--- src/sdram_cfg_pkg.sv ---
// constants, encodings and state codes of the sdram control block
package sdram_cfg_pkg;

  // ********************************************************
  // register byte offsets
  // ********************************************************
  localparam logic [7:0] MODE_REG_OFS = 8'h00;
  localparam logic [7:0] REFR_REG_OFS = 8'h04;
  localparam logic [7:0] CFG_REG_OFS = 8'h08;
  localparam logic [7:0] LP_REG_OFS = 8'h10;
  localparam logic [7:0] IEN_SET_OFS = 8'h14;
  localparam logic [7:0] IEN_CLR_OFS = 8'h18;
  localparam logic [7:0] IMASK_OFS = 8'h1C;
  localparam logic [7:0] ISTAT_OFS = 8'h20;
  localparam logic [7:0] MDEV_OFS = 8'h24;
  localparam logic [7:0] CFG1_OFS = 8'h28;
  localparam logic [7:0] SCRAM_OFS = 8'h2C;

  // ********************************************************
  // values after reset
  // ********************************************************
  localparam logic [2:0] MODE_RST = 3'h0;
  localparam logic [11:0] REFR_RST = 12'h000;
  localparam logic [31:0] CFG_RST = 32'h852372C0;
  localparam logic [31:0] LP_RST = 32'h00000000;
  localparam logic [31:0] MDEV_RST = 32'h00000000;
  localparam logic [31:0] CFG1_RST = 32'h00000002;
  localparam logic [31:0] SCRAM_RST = 32'h00000000;

  // ********************************************************
  // field positions of the geometry and timing word and of the low-power mode field
  // ********************************************************
  localparam int COL_LSB = 0;
  localparam int ROW_LSB = 2;
  localparam int BANK_BIT = 4;
  localparam int CAS_LSB = 5;
  localparam int WIDTH_BIT = 7;
  localparam int TWR_LSB = 8;
  localparam int TRC_LSB = 12;
  localparam int TRP_LSB = 16;
  localparam int ACT_TO_RW_DELAY_LSB = 20;
  localparam int ACT_TO_PRE_DELAY_LSB = 24;
  localparam int SELFREF_EXIT_DELAY_LSB = 28;
  localparam int LP_MODE_LSB = 0;

  // ********************************************************
  // encodings and counts
  // ********************************************************
  typedef enum logic [2:0] {
    MODE_NORMAL = 3'b000,
    MODE_NOP = 3'b001,
    MODE_PRE_ALL = 3'b010,
    MODE_LOAD = 3'b011,
    MODE_REFRESH = 3'b100,
    MODE_EXT_LOAD = 3'b101,
    MODE_DEEP = 3'b110
  } cmd_mode_t;

  typedef enum logic [2:0] {
    ST_IDLE = 3'b000,
    ST_ACT_WAIT = 3'b001,
    ST_DATA_WAIT = 3'b010,
    ST_PRE = 3'b011,
    ST_GAP = 3'b100,
    ST_EXIT_SR = 3'b101
  } ctl_state_t;

  // {cs_n, ras_n, cas_n, we_n}
  localparam logic [3:0] CMD_NOP = 4'h7;
  localparam logic [3:0] CMD_ACT = 4'h3;
  localparam logic [3:0] CMD_READ = 4'h5;
  localparam logic [3:0] CMD_WRITE = 4'h4;
  localparam logic [3:0] CMD_PRE = 4'h2;
  localparam logic [3:0] CMD_REF = 4'h1;
  localparam logic [3:0] CMD_MRS = 4'h0;
  localparam logic [3:0] CMD_BST = 4'h6;

  localparam logic [1:0] LP_SELF = 2'b01;
  localparam logic [12:0] PRE_ALL_ADDR = 13'h0400;
  localparam logic [4:0] BASE_COL_BITS = 5'h08;
  localparam logic [4:0] BASE_ROW_BITS = 5'h0B;
  localparam logic [3:0] SYNC_EXTRA = 4'h3;
  localparam logic [3:0] CMD_SETTLE = 4'h1;
  localparam logic [7:0] SINCE_MAX = 8'hFF;

endpackage

--- src/sdram_ctrl_config_regs.sv ---
// sdram controller: register file, command modes, refresh and timing engine
//
// Function
// - mode 000 decodes accesses as normal transfers
// - modes 001-011 issue nop, precharge-all, mode load
// - mode 100 issues auto-refresh, with no precharge first
// - mode 101 issues extended load to addressed bank
// - mode 110 puts memory in deep power-down
// - 12-bit count reloads timer, pulse starts refresh
// - count never written means no timer refresh ever
// - column field selects 8 to 11 bits
// - row field selects 11 to 13 bits
// - bank bit selects two or four banks
// - latency field selects 1 to 3 cycles
// - write recovery wait from 4-bit count
// - one count spaces refresh and activate commands
// - wait precharge delay after every precharge
// - wait row-to-column delay after activate
// - keep active-to-precharge delay before precharge
// - wait exit delay after clock enable rises
// - missed refresh flags error, status read clears
`timescale 1ns/10ps

module sdram_ctrl_config_regs
  import sdram_cfg_pkg::*;
#(
  parameter int ADDR_W = 26,
  parameter int DQ_W = 16
) (
  // clock and reset
  input wire logic clock,
  input wire logic rst_n,
  // register bus
  input wire logic [7:0] avs_address,
  input wire logic avs_read,
  input wire logic avs_write,
  input wire logic [31:0] avs_writedata,
  input wire logic [3:0] avs_byteenable,
  output logic [31:0] avs_readdata,
  output logic avs_waitrequest,
  // memory region port
  input wire logic mem_read,
  input wire logic mem_write,
  input wire logic [ADDR_W-1:0] mem_address,
  input wire logic [DQ_W-1:0] mem_writedata,
  output logic [DQ_W-1:0] mem_readdata,
  output logic mem_waitrequest,
  // sdram pins
  output logic mem_clock_enable,
  output logic sd_cs_n,
  output logic sd_ras_n,
  output logic sd_cas_n,
  output logic sd_we_n,
  output logic [1:0] sd_ba,
  output logic [12:0] sd_addr,
  output logic [DQ_W-1:0] sd_dq_out,
  output logic sd_dq_oe,
  input wire logic [DQ_W-1:0] sd_dq_in
);

  // ********************************************************
  // state
  // ********************************************************
  typedef struct packed {
    logic [2:0] mode;
    logic [11:0] refr;
    logic ref_armed;
    logic [31:0] cfg;
    logic [31:0] lp;
    logic ien;
    logic err;
    logic [31:0] mdev;
    logic [31:0] cfg1;
    logic [31:0] scram;
    logic avs_wait;
    logic [31:0] avs_rdata;
    ctl_state_t state;
    logic [3:0] cnt;
    logic [3:0] ras_cnt;
    logic [3:0] trc_cnt;
    logic [11:0] timer;
    logic ref_pend;
    logic rd_op;
    logic cke;
    logic [3:0] cmd;
    logic [1:0] ba;
    logic [12:0] a;
    logic [DQ_W-1:0] dq_out;
    logic dq_oe;
    logic mem_wait;
    logic [DQ_W-1:0] mem_rdata;
    logic [DQ_W-1:0] sync1;
    logic [DQ_W-1:0] sync2;
  } ctl_st_t;

  localparam ctl_st_t ST_RESET = '{
    mode: MODE_RST, refr: REFR_RST, ref_armed: 1'b0, cfg: CFG_RST,
    lp: LP_RST, ien: 1'b0, err: 1'b0, mdev: MDEV_RST, cfg1: CFG1_RST,
    scram: SCRAM_RST, avs_wait: 1'b1, avs_rdata: 32'h00000000,
    state: ST_IDLE, cnt: 4'h0, ras_cnt: 4'h0, trc_cnt: 4'h0,
    timer: 12'h000, ref_pend: 1'b0, rd_op: 1'b0, cke: 1'b1,
    cmd: CMD_NOP, ba: 2'h0, a: 13'h0000, dq_out: '0, dq_oe: 1'b0,
    mem_wait: 1'b1, mem_rdata: '0, sync1: '0, sync2: '0
  };

  ctl_st_t st_q;
  ctl_st_t st_d;

  function automatic logic [31:0] merge_be(input logic [31:0] old,
                                           input logic [31:0] wd,
                                           input logic [3:0] be);
    logic [31:0] r;
    r = old;
    for (int i = 0; i < 4; i++) begin
      if (be[i]) begin
        r[8*i +: 8] = wd[8*i +: 8];
      end
    end
    return r;
  endfunction

  // ********************************************************
  // field decode and address split
  // ********************************************************
  logic [1:0] col_n;
  logic [1:0] row_n;
  logic four_banks;
  logic [1:0] cas_lat;
  logic [3:0] twr_cyc;
  logic [3:0] trc_cyc;
  logic [3:0] trp_cyc;
  logic [3:0] act_to_rw_delay_cyc;
  logic [3:0] act_to_pre_delay_cyc;
  logic [3:0] selfref_exit_delay_cyc;
  logic [4:0] col_bits;
  logic [4:0] bank_bits;
  logic [4:0] row_bits;
  logic [ADDR_W-1:0] col_all;
  logic [ADDR_W-1:0] bank_all;
  logic [ADDR_W-1:0] row_all;
  logic [12:0] row_pins;
  logic [12:0] col_pins;
  logic [1:0] bank_sel;

  // reserved row and latency codes are kept as written; they only
  // bend the address split or the wait, they never lock the engine
  always_comb begin
    col_n = st_q.cfg[COL_LSB +: 2];
    row_n = st_q.cfg[ROW_LSB +: 2];
    four_banks = st_q.cfg[BANK_BIT];
    cas_lat = st_q.cfg[CAS_LSB +: 2];
    twr_cyc = st_q.cfg[TWR_LSB +: 4];
    trc_cyc = st_q.cfg[TRC_LSB +: 4];
    trp_cyc = st_q.cfg[TRP_LSB +: 4];
    act_to_rw_delay_cyc = st_q.cfg[ACT_TO_RW_DELAY_LSB +: 4];
    act_to_pre_delay_cyc = st_q.cfg[ACT_TO_PRE_DELAY_LSB +: 4];
    selfref_exit_delay_cyc = st_q.cfg[SELFREF_EXIT_DELAY_LSB +: 4];
    col_bits = BASE_COL_BITS + {3'b000, col_n};
    bank_bits = four_banks ? 5'h02 : 5'h01;
    row_bits = BASE_ROW_BITS + {3'b000, row_n};
    col_all = mem_address & ~({ADDR_W{1'b1}} << col_bits);
    bank_all = mem_address >> col_bits;
    row_all = mem_address >> (col_bits + bank_bits);
    row_pins = row_all[12:0] & ~(13'h1FFF << row_bits);
    // a10 stays low on column commands; column bit 10 moves to a11
    col_pins = {1'b0, col_all[10], 1'b0, col_all[9:0]};
    bank_sel = four_banks ? bank_all[1:0] : {1'b0, bank_all[0]};
  end

  // ********************************************************
  // register read mux
  // ********************************************************
  logic [31:0] rd_word;

  always_comb begin
    case (avs_address)
      MODE_REG_OFS: rd_word = {29'h00000000, st_q.mode};
      REFR_REG_OFS: rd_word = {20'h00000, st_q.refr};
      CFG_REG_OFS: rd_word = st_q.cfg;
      LP_REG_OFS: rd_word = st_q.lp;
      IMASK_OFS: rd_word = {31'h00000000, st_q.ien};
      ISTAT_OFS: rd_word = {31'h00000000, st_q.err};
      MDEV_OFS: rd_word = st_q.mdev;
      CFG1_OFS: rd_word = st_q.cfg1;
      SCRAM_OFS: rd_word = st_q.scram;
      default: rd_word = 32'h00000000;
    endcase
  end

  // ********************************************************
  // next state
  // ********************************************************
  logic bus_take;
  logic bus_fire;
  logic refr_wr;
  logic ref_pulse;
  logic mem_req;
  logic [31:0] refr_word;

  always_comb begin
    st_d = st_q;
    bus_take = (avs_read || avs_write) && st_q.avs_wait;
    bus_fire = avs_write && !st_q.avs_wait;
    refr_wr = bus_fire && (avs_address == REFR_REG_OFS);
    mem_req = mem_read || mem_write;
    ref_pulse = 1'b0;
    refr_word = merge_be({20'h00000, st_q.refr}, avs_writedata,
                         avs_byteenable);

    // register bus: latch on the first edge, answer on the next
    st_d.avs_wait = 1'b1;
    if (bus_take) begin
      st_d.avs_wait = 1'b0;
      st_d.avs_rdata = rd_word;
      // clear where the value is latched so no event slips between
      if (avs_read && avs_address == ISTAT_OFS) begin
        st_d.err = 1'b0;
      end
    end
    if (bus_fire) begin
      case (avs_address)
        MODE_REG_OFS: st_d.mode = avs_byteenable[0] ?
                                  avs_writedata[2:0] : st_q.mode;
        REFR_REG_OFS: begin
          st_d.refr = refr_word[11:0];
          st_d.ref_armed = 1'b1;
        end
        CFG_REG_OFS: st_d.cfg = merge_be(st_q.cfg, avs_writedata,
                                         avs_byteenable);
        LP_REG_OFS: st_d.lp = merge_be(st_q.lp, avs_writedata,
                                       avs_byteenable);
        IEN_SET_OFS: st_d.ien = st_q.ien | avs_writedata[0];
        IEN_CLR_OFS: st_d.ien = st_q.ien & ~avs_writedata[0];
        MDEV_OFS: st_d.mdev = merge_be(st_q.mdev, avs_writedata,
                                       avs_byteenable);
        CFG1_OFS: st_d.cfg1 = merge_be(st_q.cfg1, avs_writedata,
                                       avs_byteenable);
        SCRAM_OFS: st_d.scram = merge_be(st_q.scram, avs_writedata,
                                         avs_byteenable);
        default: st_d.avs_wait = 1'b1;
      endcase
    end

    // command engine
    st_d.cmd = CMD_NOP;
    st_d.dq_oe = 1'b0;
    st_d.mem_wait = 1'b1;
    st_d.cnt = (st_q.cnt != 4'h0) ? st_q.cnt - 4'h1 : 4'h0;
    st_d.ras_cnt = (st_q.ras_cnt != 4'h0) ? st_q.ras_cnt - 4'h1 : 4'h0;
    st_d.trc_cnt = (st_q.trc_cnt != 4'h0) ? st_q.trc_cnt - 4'h1 : 4'h0;
    st_d.sync1 = sd_dq_in;
    st_d.sync2 = st_q.sync1;
    case (st_q.state)
      ST_IDLE: begin
        if (st_q.ref_pend && st_q.cke) begin
          if (st_q.trc_cnt == 4'h0) begin
            st_d.cmd = CMD_REF;
            st_d.trc_cnt = trc_cyc;
            st_d.ref_pend = 1'b0;
          end
        end else if (mem_req) begin
          st_d.ba = bank_sel;
          case (st_q.mode)
            MODE_NORMAL: begin
              if (!st_q.cke) begin
                st_d.cke = 1'b1;
                st_d.cnt = selfref_exit_delay_cyc;
                st_d.state = ST_EXIT_SR;
              end else if (st_q.trc_cnt == 4'h0) begin
                st_d.cmd = CMD_ACT;
                st_d.a = row_pins;
                st_d.trc_cnt = trc_cyc;
                st_d.ras_cnt = act_to_pre_delay_cyc;
                st_d.cnt = act_to_rw_delay_cyc;
                st_d.rd_op = mem_read;
                st_d.state = ST_ACT_WAIT;
              end
            end
            MODE_NOP: begin
              st_d.cmd = CMD_NOP;
              st_d.cnt = CMD_SETTLE;
              st_d.mem_wait = 1'b0;
              st_d.state = ST_GAP;
            end
            MODE_PRE_ALL: begin
              st_d.cmd = CMD_PRE;
              st_d.a = PRE_ALL_ADDR;
              st_d.cnt = trp_cyc;
              st_d.mem_wait = 1'b0;
              st_d.state = ST_GAP;
            end
            MODE_LOAD, MODE_EXT_LOAD: begin
              // extended load lands in the bank the address selects
              st_d.cmd = CMD_MRS;
              st_d.a = mem_address[12:0];
              st_d.cnt = CMD_SETTLE;
              st_d.mem_wait = 1'b0;
              st_d.state = ST_GAP;
            end
            MODE_REFRESH: begin
              if (st_q.trc_cnt == 4'h0) begin
                st_d.cmd = CMD_REF;
                st_d.trc_cnt = trc_cyc;
                st_d.mem_wait = 1'b0;
                st_d.state = ST_GAP;
              end
            end
            MODE_DEEP: begin
              st_d.cmd = CMD_BST;
              st_d.cke = 1'b0;
              st_d.cnt = CMD_SETTLE;
              st_d.mem_wait = 1'b0;
              st_d.state = ST_GAP;
            end
            default: begin
              st_d.mem_wait = 1'b0;
              st_d.state = ST_GAP;
            end
          endcase
        end else if (st_q.lp[LP_MODE_LSB +: 2] == LP_SELF && st_q.cke &&
                     st_q.mode == MODE_NORMAL &&
                     st_q.trc_cnt == 4'h0) begin
          st_d.cmd = CMD_REF;
          st_d.cke = 1'b0;
          st_d.trc_cnt = trc_cyc;
        end
      end
      ST_ACT_WAIT: begin
        if (st_q.cnt == 4'h0) begin
          st_d.a = col_pins;
          if (st_q.rd_op) begin
            st_d.cmd = CMD_READ;
            st_d.cnt = {2'b00, cas_lat} + SYNC_EXTRA;
          end else begin
            st_d.cmd = CMD_WRITE;
            st_d.dq_out = mem_writedata;
            st_d.dq_oe = 1'b1;
            st_d.cnt = twr_cyc;
          end
          st_d.state = ST_DATA_WAIT;
        end
      end
      ST_DATA_WAIT: begin
        if (st_q.cnt == 4'h0) begin
          if (st_q.rd_op) begin
            st_d.mem_rdata = st_q.sync2;
          end
          st_d.state = ST_PRE;
        end
      end
      ST_PRE: begin
        if (st_q.ras_cnt == 4'h0) begin
          st_d.cmd = CMD_PRE;
          st_d.a = PRE_ALL_ADDR;
          st_d.cnt = trp_cyc;
          st_d.mem_wait = 1'b0;
          st_d.state = ST_GAP;
        end
      end
      ST_GAP, ST_EXIT_SR: begin
        if (st_q.cnt == 4'h0) begin
          st_d.state = ST_IDLE;
        end
      end
      default: st_d.state = ST_IDLE;
    endcase

    // refresh interval timer; a new count restarts the period
    if (refr_wr) begin
      st_d.timer = st_d.refr;
    end else if (!st_q.ref_armed || st_q.refr == 12'h000) begin
      st_d.timer = st_q.refr;
    end else if (st_q.timer <= 12'h001) begin
      ref_pulse = 1'b1;
      st_d.timer = st_q.refr;
    end else begin
      st_d.timer = st_q.timer - 12'h001;
    end
    // a sleeping device needs no pulse; a pulse on top of a pending
    // one is a missed refresh and wins over the read clear
    if (ref_pulse && st_q.cke) begin
      if (st_q.ref_pend && st_d.ref_pend) begin
        st_d.err = 1'b1;
      end
      st_d.ref_pend = 1'b1;
    end
  end

  always_ff @(posedge clock or negedge rst_n) begin
    if (!rst_n) begin
      st_q <= ST_RESET;
    end else begin
      st_q <= st_d;
    end
  end

  assign avs_readdata = st_q.avs_rdata;
  assign avs_waitrequest = st_q.avs_wait;
  assign mem_readdata = st_q.mem_rdata;
  assign mem_waitrequest = st_q.mem_wait;
  assign mem_clock_enable = st_q.cke;
  assign {sd_cs_n, sd_ras_n, sd_cas_n, sd_we_n} = st_q.cmd;
  assign sd_ba = st_q.ba;
  assign sd_addr = st_q.a;
  assign sd_dq_out = st_q.dq_out;
  assign sd_dq_oe = st_q.dq_oe;

  // ********************************************************
  // checks
  // ********************************************************
  logic [7:0] since_act;
  logic [7:0] since_pre;
  logic [7:0] since_rc;
  logic [7:0] since_cke;

  always_ff @(posedge clock or negedge rst_n) begin
    if (!rst_n) begin
      since_act <= SINCE_MAX;
      since_pre <= SINCE_MAX;
      since_rc <= SINCE_MAX;
      since_cke <= SINCE_MAX;
    end else begin
      since_act <= (st_q.cmd == CMD_ACT) ? 8'h00 :
                   (since_act == SINCE_MAX) ? since_act : since_act + 8'h01;
      since_pre <= (st_q.cmd == CMD_PRE) ? 8'h00 :
                   (since_pre == SINCE_MAX) ? since_pre : since_pre + 8'h01;
      since_rc <= (st_q.cmd == CMD_ACT || st_q.cmd == CMD_REF) ? 8'h00 :
                  (since_rc == SINCE_MAX) ? since_rc : since_rc + 8'h01;
      since_cke <= !st_q.cke ? 8'h00 :
                   (since_cke == SINCE_MAX) ? since_cke : since_cke + 8'h01;
    end
  end

  rcd_spacing_a: assert property (@(posedge clock) disable iff (!rst_n)
    (st_q.cmd == CMD_READ || st_q.cmd == CMD_WRITE) |-> since_act >= act_to_rw_delay_cyc)
    else $error("read or write too soon after activate");
  pre_spacing_a: assert property (@(posedge clock) disable iff (!rst_n)
    (st_q.cmd != CMD_NOP) |-> since_pre >= trp_cyc)
    else $error("command too soon after precharge");
  ras_spacing_a: assert property (@(posedge clock) disable iff (!rst_n)
    (st_q.cmd == CMD_PRE) |-> since_act >= act_to_pre_delay_cyc)
    else $error("precharge too soon after activate");
  rc_spacing_a: assert property (@(posedge clock) disable iff (!rst_n)
    (st_q.cmd == CMD_ACT || st_q.cmd == CMD_REF) |-> since_rc >= trc_cyc)
    else $error("activate or refresh spacing too short");
  xsr_spacing_a: assert property (@(posedge clock) disable iff (!rst_n)
    (st_q.cmd == CMD_ACT) |-> st_q.cke && since_cke > selfref_exit_delay_cyc)
    else $error("activate too soon after clock enable rose");
  no_refresh_a: assert property (@(posedge clock) disable iff (!rst_n)
    !st_q.ref_armed |-> !st_q.ref_pend && st_q.timer == st_q.refr)
    else $error("refresh pending with count never written");
  act_normal_a: assert property (@(posedge clock) disable iff (!rst_n)
    $rose(st_q.state == ST_ACT_WAIT) |-> $past(st_q.mode) == MODE_NORMAL)
    else $error("activate outside normal mode");
  deep_down_a: assert property (@(posedge clock) disable iff (!rst_n)
    (st_q.cmd == CMD_BST) |-> !st_q.cke ##1 !st_q.cke)
    else $error("deep power-down without clock enable low");
  err_set_a: assert property (@(posedge clock) disable iff (!rst_n)
    (ref_pulse && st_q.cke && st_q.ref_pend &&
     (st_q.state != ST_IDLE || st_q.trc_cnt != 4'h0))
      |=> st_q.err)
    else $error("missed refresh not flagged");
  err_clear_a: assert property (@(posedge clock) disable iff (!rst_n)
    (bus_take && avs_read && avs_address == ISTAT_OFS && !ref_pulse)
      |=> !st_q.err && !avs_waitrequest)
    else $error("status read did not clear error");

endmodule // sdram_ctrl_config_regs

--- config.mk ---
export PLATFORM = sky130hd
export DESIGN_NAME = sdram_ctrl_config_regs
export DESIGN_NICKNAME = d
export VERILOG_FILES = /design/src/sdram_cfg_pkg.sv /design/src/sdram_ctrl_config_regs.sv
export SDC_FILE = /design/constraint.sdc
export NUM_CORES = 1
export LEC_CHECK = 0
export ABC_AREA = 0
export BUFFER_PORTS_ARGS = -buffer_cell sky130_fd_sc_hd__buf_2
export CAP_MARGIN = 15
export CORE_ASPECT_RATIO = 1.75
export CORE_MARGIN = 2
export CORE_UTILIZATION = 55
export CTS_CLUSTER_DIAMETER = 100
export DETAILED_ROUTE_END_ITERATION = 8
export GPL_TIMING_DRIVEN = 0
export PLACE_DENSITY = 0.84
export SLEW_MARGIN = 10
export SYNTH_ARGS = -nofsm -noshare
export SYNTH_HDL_FRONTEND = slang
export SYNTH_SLANG_ARGS = --single-unit
--- constraint.sdc ---
create_clock -name clock -period 5.4 [get_ports clock]
set_clock_uncertainty 0.1 [all_clocks]
set_input_delay 1.08 -clock clock [delete_from_list [all_inputs] [get_ports clock]]
set_output_delay 1.08 -clock clock [all_outputs]
set_load 0.02 [all_outputs]
# --- After elaboration in Yosys (flattened, before gate mapping) ---
# Index checks and enable logic that the tools add are counted.
# W data, S select, Z words.
classes:
  add_sub_neg: 8
  magnitude_cmp: 1
  n_eq_ne: 34
  shifts: 4
  muxes: 93
  n_bitwise: 9
  reduce_logical: 62
op_table:
  columns: ["op", "count"]
  rows:
  - ["$pmux W32 S9", 1]
  - ["$mux W8", 11]
  - ["$mux W13", 6]
  - ["$mux W78", 1]
  - ["$pmux W13 S3", 2]
  - ["$reduce_and A3 Y1", 24]
  - ["$mux W32", 2]
  - ["$mux W4", 11]
  - ["$mux W12", 3]
  - ["$pmux W4 S3", 3]
  - ["$mux W33", 1]
  - ["$eq A8 B5 Y1 const B", 4]
  - ["$eq A8 B6 Y1 const B", 4]
  - ["$mux W30", 1]
  - ["$shl A26 B5 Y11 const A", 1]
  - ["$shr A26 B5 Y13", 1]
  - ["$shr A26 B5 Y2", 1]
  - ["$mux W3", 8]
  - ["$mux W1", 22]
  - ["$mux W11", 2]
  - ["$mux W7", 3]
  - ["$pmux W4 S5", 1]
  - ["$mux W17", 1]
  - ["$reduce_and A8 Y1", 2]
  - ["other kinds (48)", 95]
totals:
  regBits: 326
  in_bits: 108
  output_inout_bits: 87
  elab_cells: 255

# --- Longest topological paths before layout ---
depth:
  word_depth: 11
  mapped_depth: 10
  depth_no_buf: 8

# --- Least setup slack after synthesis ---
# Ideal clock, no wire load.
synth_timing:
  kind: "register to register"
  startpoint: "register st_q, in the netlist four_banks"
  endpoint: "register st_q, in the netlist sd_addr[0]"
  setup_time_ns: 0.125
  arrival_time_ns: 2.497
  required_time_ns: 5.175
  path_slack_ns: 2.679
  path_stages_with_launch: 10
  n_path_buf: 2
  synth_period_minus_slack_ns: 2.721
  cell_sequence: "dfrtp_1 > inv_1 > ha_1 > fa_1 > buf_2 > buf_1 > mux4_2 > a22oi_1 > nand2_1 > mux2_2"
synth_via:
  elab_chain_cells: 10
synth_lines:
  columns: ["element", "line", "rtl"]
  rows:
  - ["from (decl)", "sdram_ctrl_config_regs.sv:106", "ctl_st_t st_q;"]
  - ["from (signal assigned)", "sdram_ctrl_config_regs.sv:393", "st_q <= st_d;"]
  - ["$mux W2", "sdram_ctrl_config_regs.sv:159", "bank_bits = four_banks ? 5'h02 : 5'h01;"]
  - ["$add A5 B2 Y5", "sdram_ctrl_config_regs.sv:163", "row_all = mem_address >> (col_bits + bank_bits);"]
  - ["$shr A26 B5 Y13", "sdram_ctrl_config_regs.sv:163", null]
  - ["$and A13 B13 Y13", "sdram_ctrl_config_regs.sv:164", "row_pins = row_all[12:0] & ~(13'h1FFF << row_bits);"]
  - ["$mux W13", "sdram_ctrl_config_regs.sv:269", "end else if (st_q.trc_cnt == 4'h0) begin"]
  - ["$mux W13", "sdram_ctrl_config_regs.sv:265", "if (!st_q.cke) begin"]
  - ["$pmux W13 S3", "sdram_ctrl_config_regs.sv:263", "case (st_q.mode)"]
  - ["$mux W13", "sdram_ctrl_config_regs.sv:261", "end else if (mem_req) begin"]
  - ["$mux W13", "sdram_ctrl_config_regs.sv:255", "if (st_q.ref_pend && st_q.cke) begin"]
  - ["$pmux W13 S3", "sdram_ctrl_config_regs.sv:253", "case (st_q.state)"]
# No other way between the ends. The select of a mux whose other input is x is not followed.
# A chain may end at the register's enable or synchronous reset.

# --- Worst setup path in the final report ---
layout_timing:
  startpoint: "register st_q, in the netlist four_banks"
  endpoint: "register st_q, in the netlist sd_addr[7]"
# Same word-level chain as after synthesis.

==> flow_summary.yaml <==
min_path:
  hp-class: "flop to flop"
synth:
  synthesis.area_mm2: 0.0160
  synth_edf_count: 0
  synth_simple_gate_area_share: 0.0979
  async_flop_share: 1.00
  synthXorXnorAreaFrac: 0.00603
  synth_adder_area_share: 0.00908
  yosysTopAreaCell: "dfrtp_1"
  ys_ff_latch: 325
  synth-compound-area-share: 0.108
  syn_inst: 1305
  ys.flop_type: "dfrtp_1"
  synth_nets: 1424
  synth_top_area_share: 0.479
  ys_top_cells_by_area: "dfrtp_1 48%, mux2_2 16%, buf_4 4.2%"
  ys_seq_area_frac: 0.510
  synthMuxAreaShare: 0.207
  synth_top_family_by_area: "multiplexers"
  yosysUniqueCellTypes: 82
  synth.avg_cell_area_um2: 12.2
  yosys_warnings: 0
critical_path:
  r2r_start: "four_banks"
  r2r_slack_ps: 2100
  worstSetupEndpoint: "sd_addr[7]"
  worst_ep_required_time_ps: 5760
  crit_path_end_kind: "flop"
  critical_path_arrival_ps: 3660
  reg2reg_to: "sd_addr[7]"
  rr_worst_depth: 9
  cp_max_fo: 10
  startpoint: "four_banks"
  crit_path_start_kind: "flop"
  crit_type: "flop to flop"
final_layout:
  final_nets: 1651
  drive_gt1_frac: 0.424
  final_common_cell: "dfrtp_1"
  area_growth_pct: 16.3
  final_cell_mix: "306 x dfrtp_1, 224 x mux2_2, 214 x buf_2"
  finalInstanceArea_mm2: 0.0186
  multi_input_area_mm2: 0.00684
  regArea_mm2: 0.00816
  final_util: 0.650
  num-fill-cells: 2139
status:
  status: "finished, final reports clean"
drt:
  num_vias: 11558
  drt-initial-drc-count: 724
  wl_per_cell_um: 21.7
  drc: 0
  wirelength_um: 42100
  ant_nets: 0
  dr.pass1.iters: 5
  avgViaCountPerCell: 5.96
global_routing:
  grt_pass1_vias: 12131
  grt_max_degree: 93
  busiest_layer: "met2"
  track_usage: 0.275
  grtUsageMet2: 0.512
  met3_usage: 0.0403
  grt_first_pass_wirelength_um: 66000
  grt-ovfl-total: 0
  antenna_found_initial: 6
  grt_util_met1: 0.311
die:
  rows: 82
  design.core.area_mm2: 0.0286
  die_x_um: 133
  start_util: 0.558
  die_h_um: 229
  die_area_mm2: 0.0305
  io_pins: 195
placement:
  place_congestion: 0.934
  dp_hpwl_um: 30500
  place_area_mm2: 0.0175
  port_buffers: 191
job:
  cap_violations: 0
sta:
  setup_viol: 0
  slew_viol_final: 0
  period_share: 0.610
  period_needed_ps: 3300
  rsz0062_at_grt: "no"
  maxSlewHeadroom: 0.481
  finalHoldViolCount: 0
  max_freq_ghz: 0.303
  tightest_slew_ps: 768
clock_tree:
  cts_resized: 0
  path_clk_slew_ps: 70
  numCtsBuffers: 30
  cts-root-buf: "clkbuf_16"
  clockBufferDepth: 3
  cts_tree: "built"
  cts.sink_count: 325
  postCtsHoldBufs: 0
  insertion_delay_ps: 580
  cts_post_setup_buffers_inserted: 0
  cts_max_level: 1
power:
  leakage_nw: 8.87
  max-vdd-ir-drop_mv: 0.321
  p_per_area_mw_per_mm2: 401
## worst min path at each step
stage / from / cells after the start / to
2_1_floorplan: st_d[0] / 0 / st_q[0]
3_3_place_gp: st_d[0] / 0 / st_q[0]
3_5_place_dp: st_d[2] / 0 / st_q[2]
4_1_cts: st_d[7] / 0 / st_q[7]
5_1_grt: st_d[7] / 0 / st_q[7]
6_report: st_d[7] / 0 / st_q[7]
## area by class of cell
type                    instances  area share
plain buffers                 139      0.0490
multi-input cells             821       0.368
clock buffers                  38      0.0442
flip-flops and latches        325       0.439
well taps                     378      0.0254
inverters                      20     0.00404
diodes                          5    0.000673
clock inverters                17      0.0135
repair buffers                195      0.0567
## cells by family (layout without fill, tap and decap cells)
family | after synthesis | count (layout)
flip-flops | 325 | 325
multiplexers | 282 | 282
AND/OR/NAND/NOR | 275 | 275
AO/OA/AOI/OAI | 241 | 241
buffers and inverters | 159 | 409
adder cells (fa/ha/maj) | 11 | 11
XOR/XNOR | 11 | 11
other | 1 | 6
## flip-flops by register name, indices dropped and copies added (netlist names), 2 cells and up, named ones only
signal and flops:
act_to_pre_delay_cyc 4, act_to_rw_delay_cyc 4, avs_readdata 32, cas_lat 2, col_n 2, mem_readdata 16
row_n 2, sd_addr 13, sd_ba 2, sd_dq_out 16, selfref_exit_delay_cyc 4, st_d 16
st_q 203
## metal layers
metal / vias up / wire [µm]
met1: 5838 / 15200
met4: 2 / 1680
li1: 5172 / -
met2: 440 / 22700
met3: 106 / 2550
met5: - / 11
## critical path: stages, from the launching register on
cell	delay [ps]
dfrtp_1	550
inv_1	100
ha_1	240
fa_1	480
buf_2	240
buf_1	440
mux4_2	430
a22oi_1	210
nand2_1	110
mux2_2	280
## per-stage QoR
| step | hold WS (ps) | worst slack, ps | power, mW | TNS, ps | instances |
|---|---|---|---|---|---|
| 3_5_place_dp | 235 | 2150 | 5.13 | 0 | 1877 |
| 6_report | 251 | 2100 | 7.46 | 0 | 1938 |
| 2_1_floorplan | 231 | 2680 | 4.50 | 0 | 1305 |
| 5_1_grt | 255 | 2000 | 7.81 | 0 | 1938 |
| 4_1_cts | 249 | 2120 | 7.48 | 0 | 1932 |
| 3_3_place_gp | 233 | -2720 | 5.04 | -832860 | 1874 |
## where the power goes
part,internal (mW),switching [mW],total (mW)
combinational,0.985,1.21,2.20
clock,1.37,0.951,2.32
sequential,2.74,0.201,2.94
total,5.09,2.37,7.46
## cell usage after synthesis, types with 6 or more instances
cell type,n
nor2b_1,11
o31ai_1,7
ha_1,10
inv_1,20
dfrtp_1,306
nand2_1,91
o2bb2ai_1,22
nand3_1,18
nor3_1,19
nor2_1,50
a211oi_1,7
a22oi_1,37
and3_1,6
nor4_1,7
a31oi_1,8
dfstp_2,19
mux2_2,224
mux4_2,16
buf_2,23
a311o_1,7
nor2_4,12
a221oi_1,25
xnor2_1,8
mux2i_1,42
a21oi_1,21
o21ai_0,55
and2_1,7
buf_4,89
o211a_1,8
clkbuf_1,21
o21ai_1,8
No activity file was read; power rests on OpenSTA's default activity.
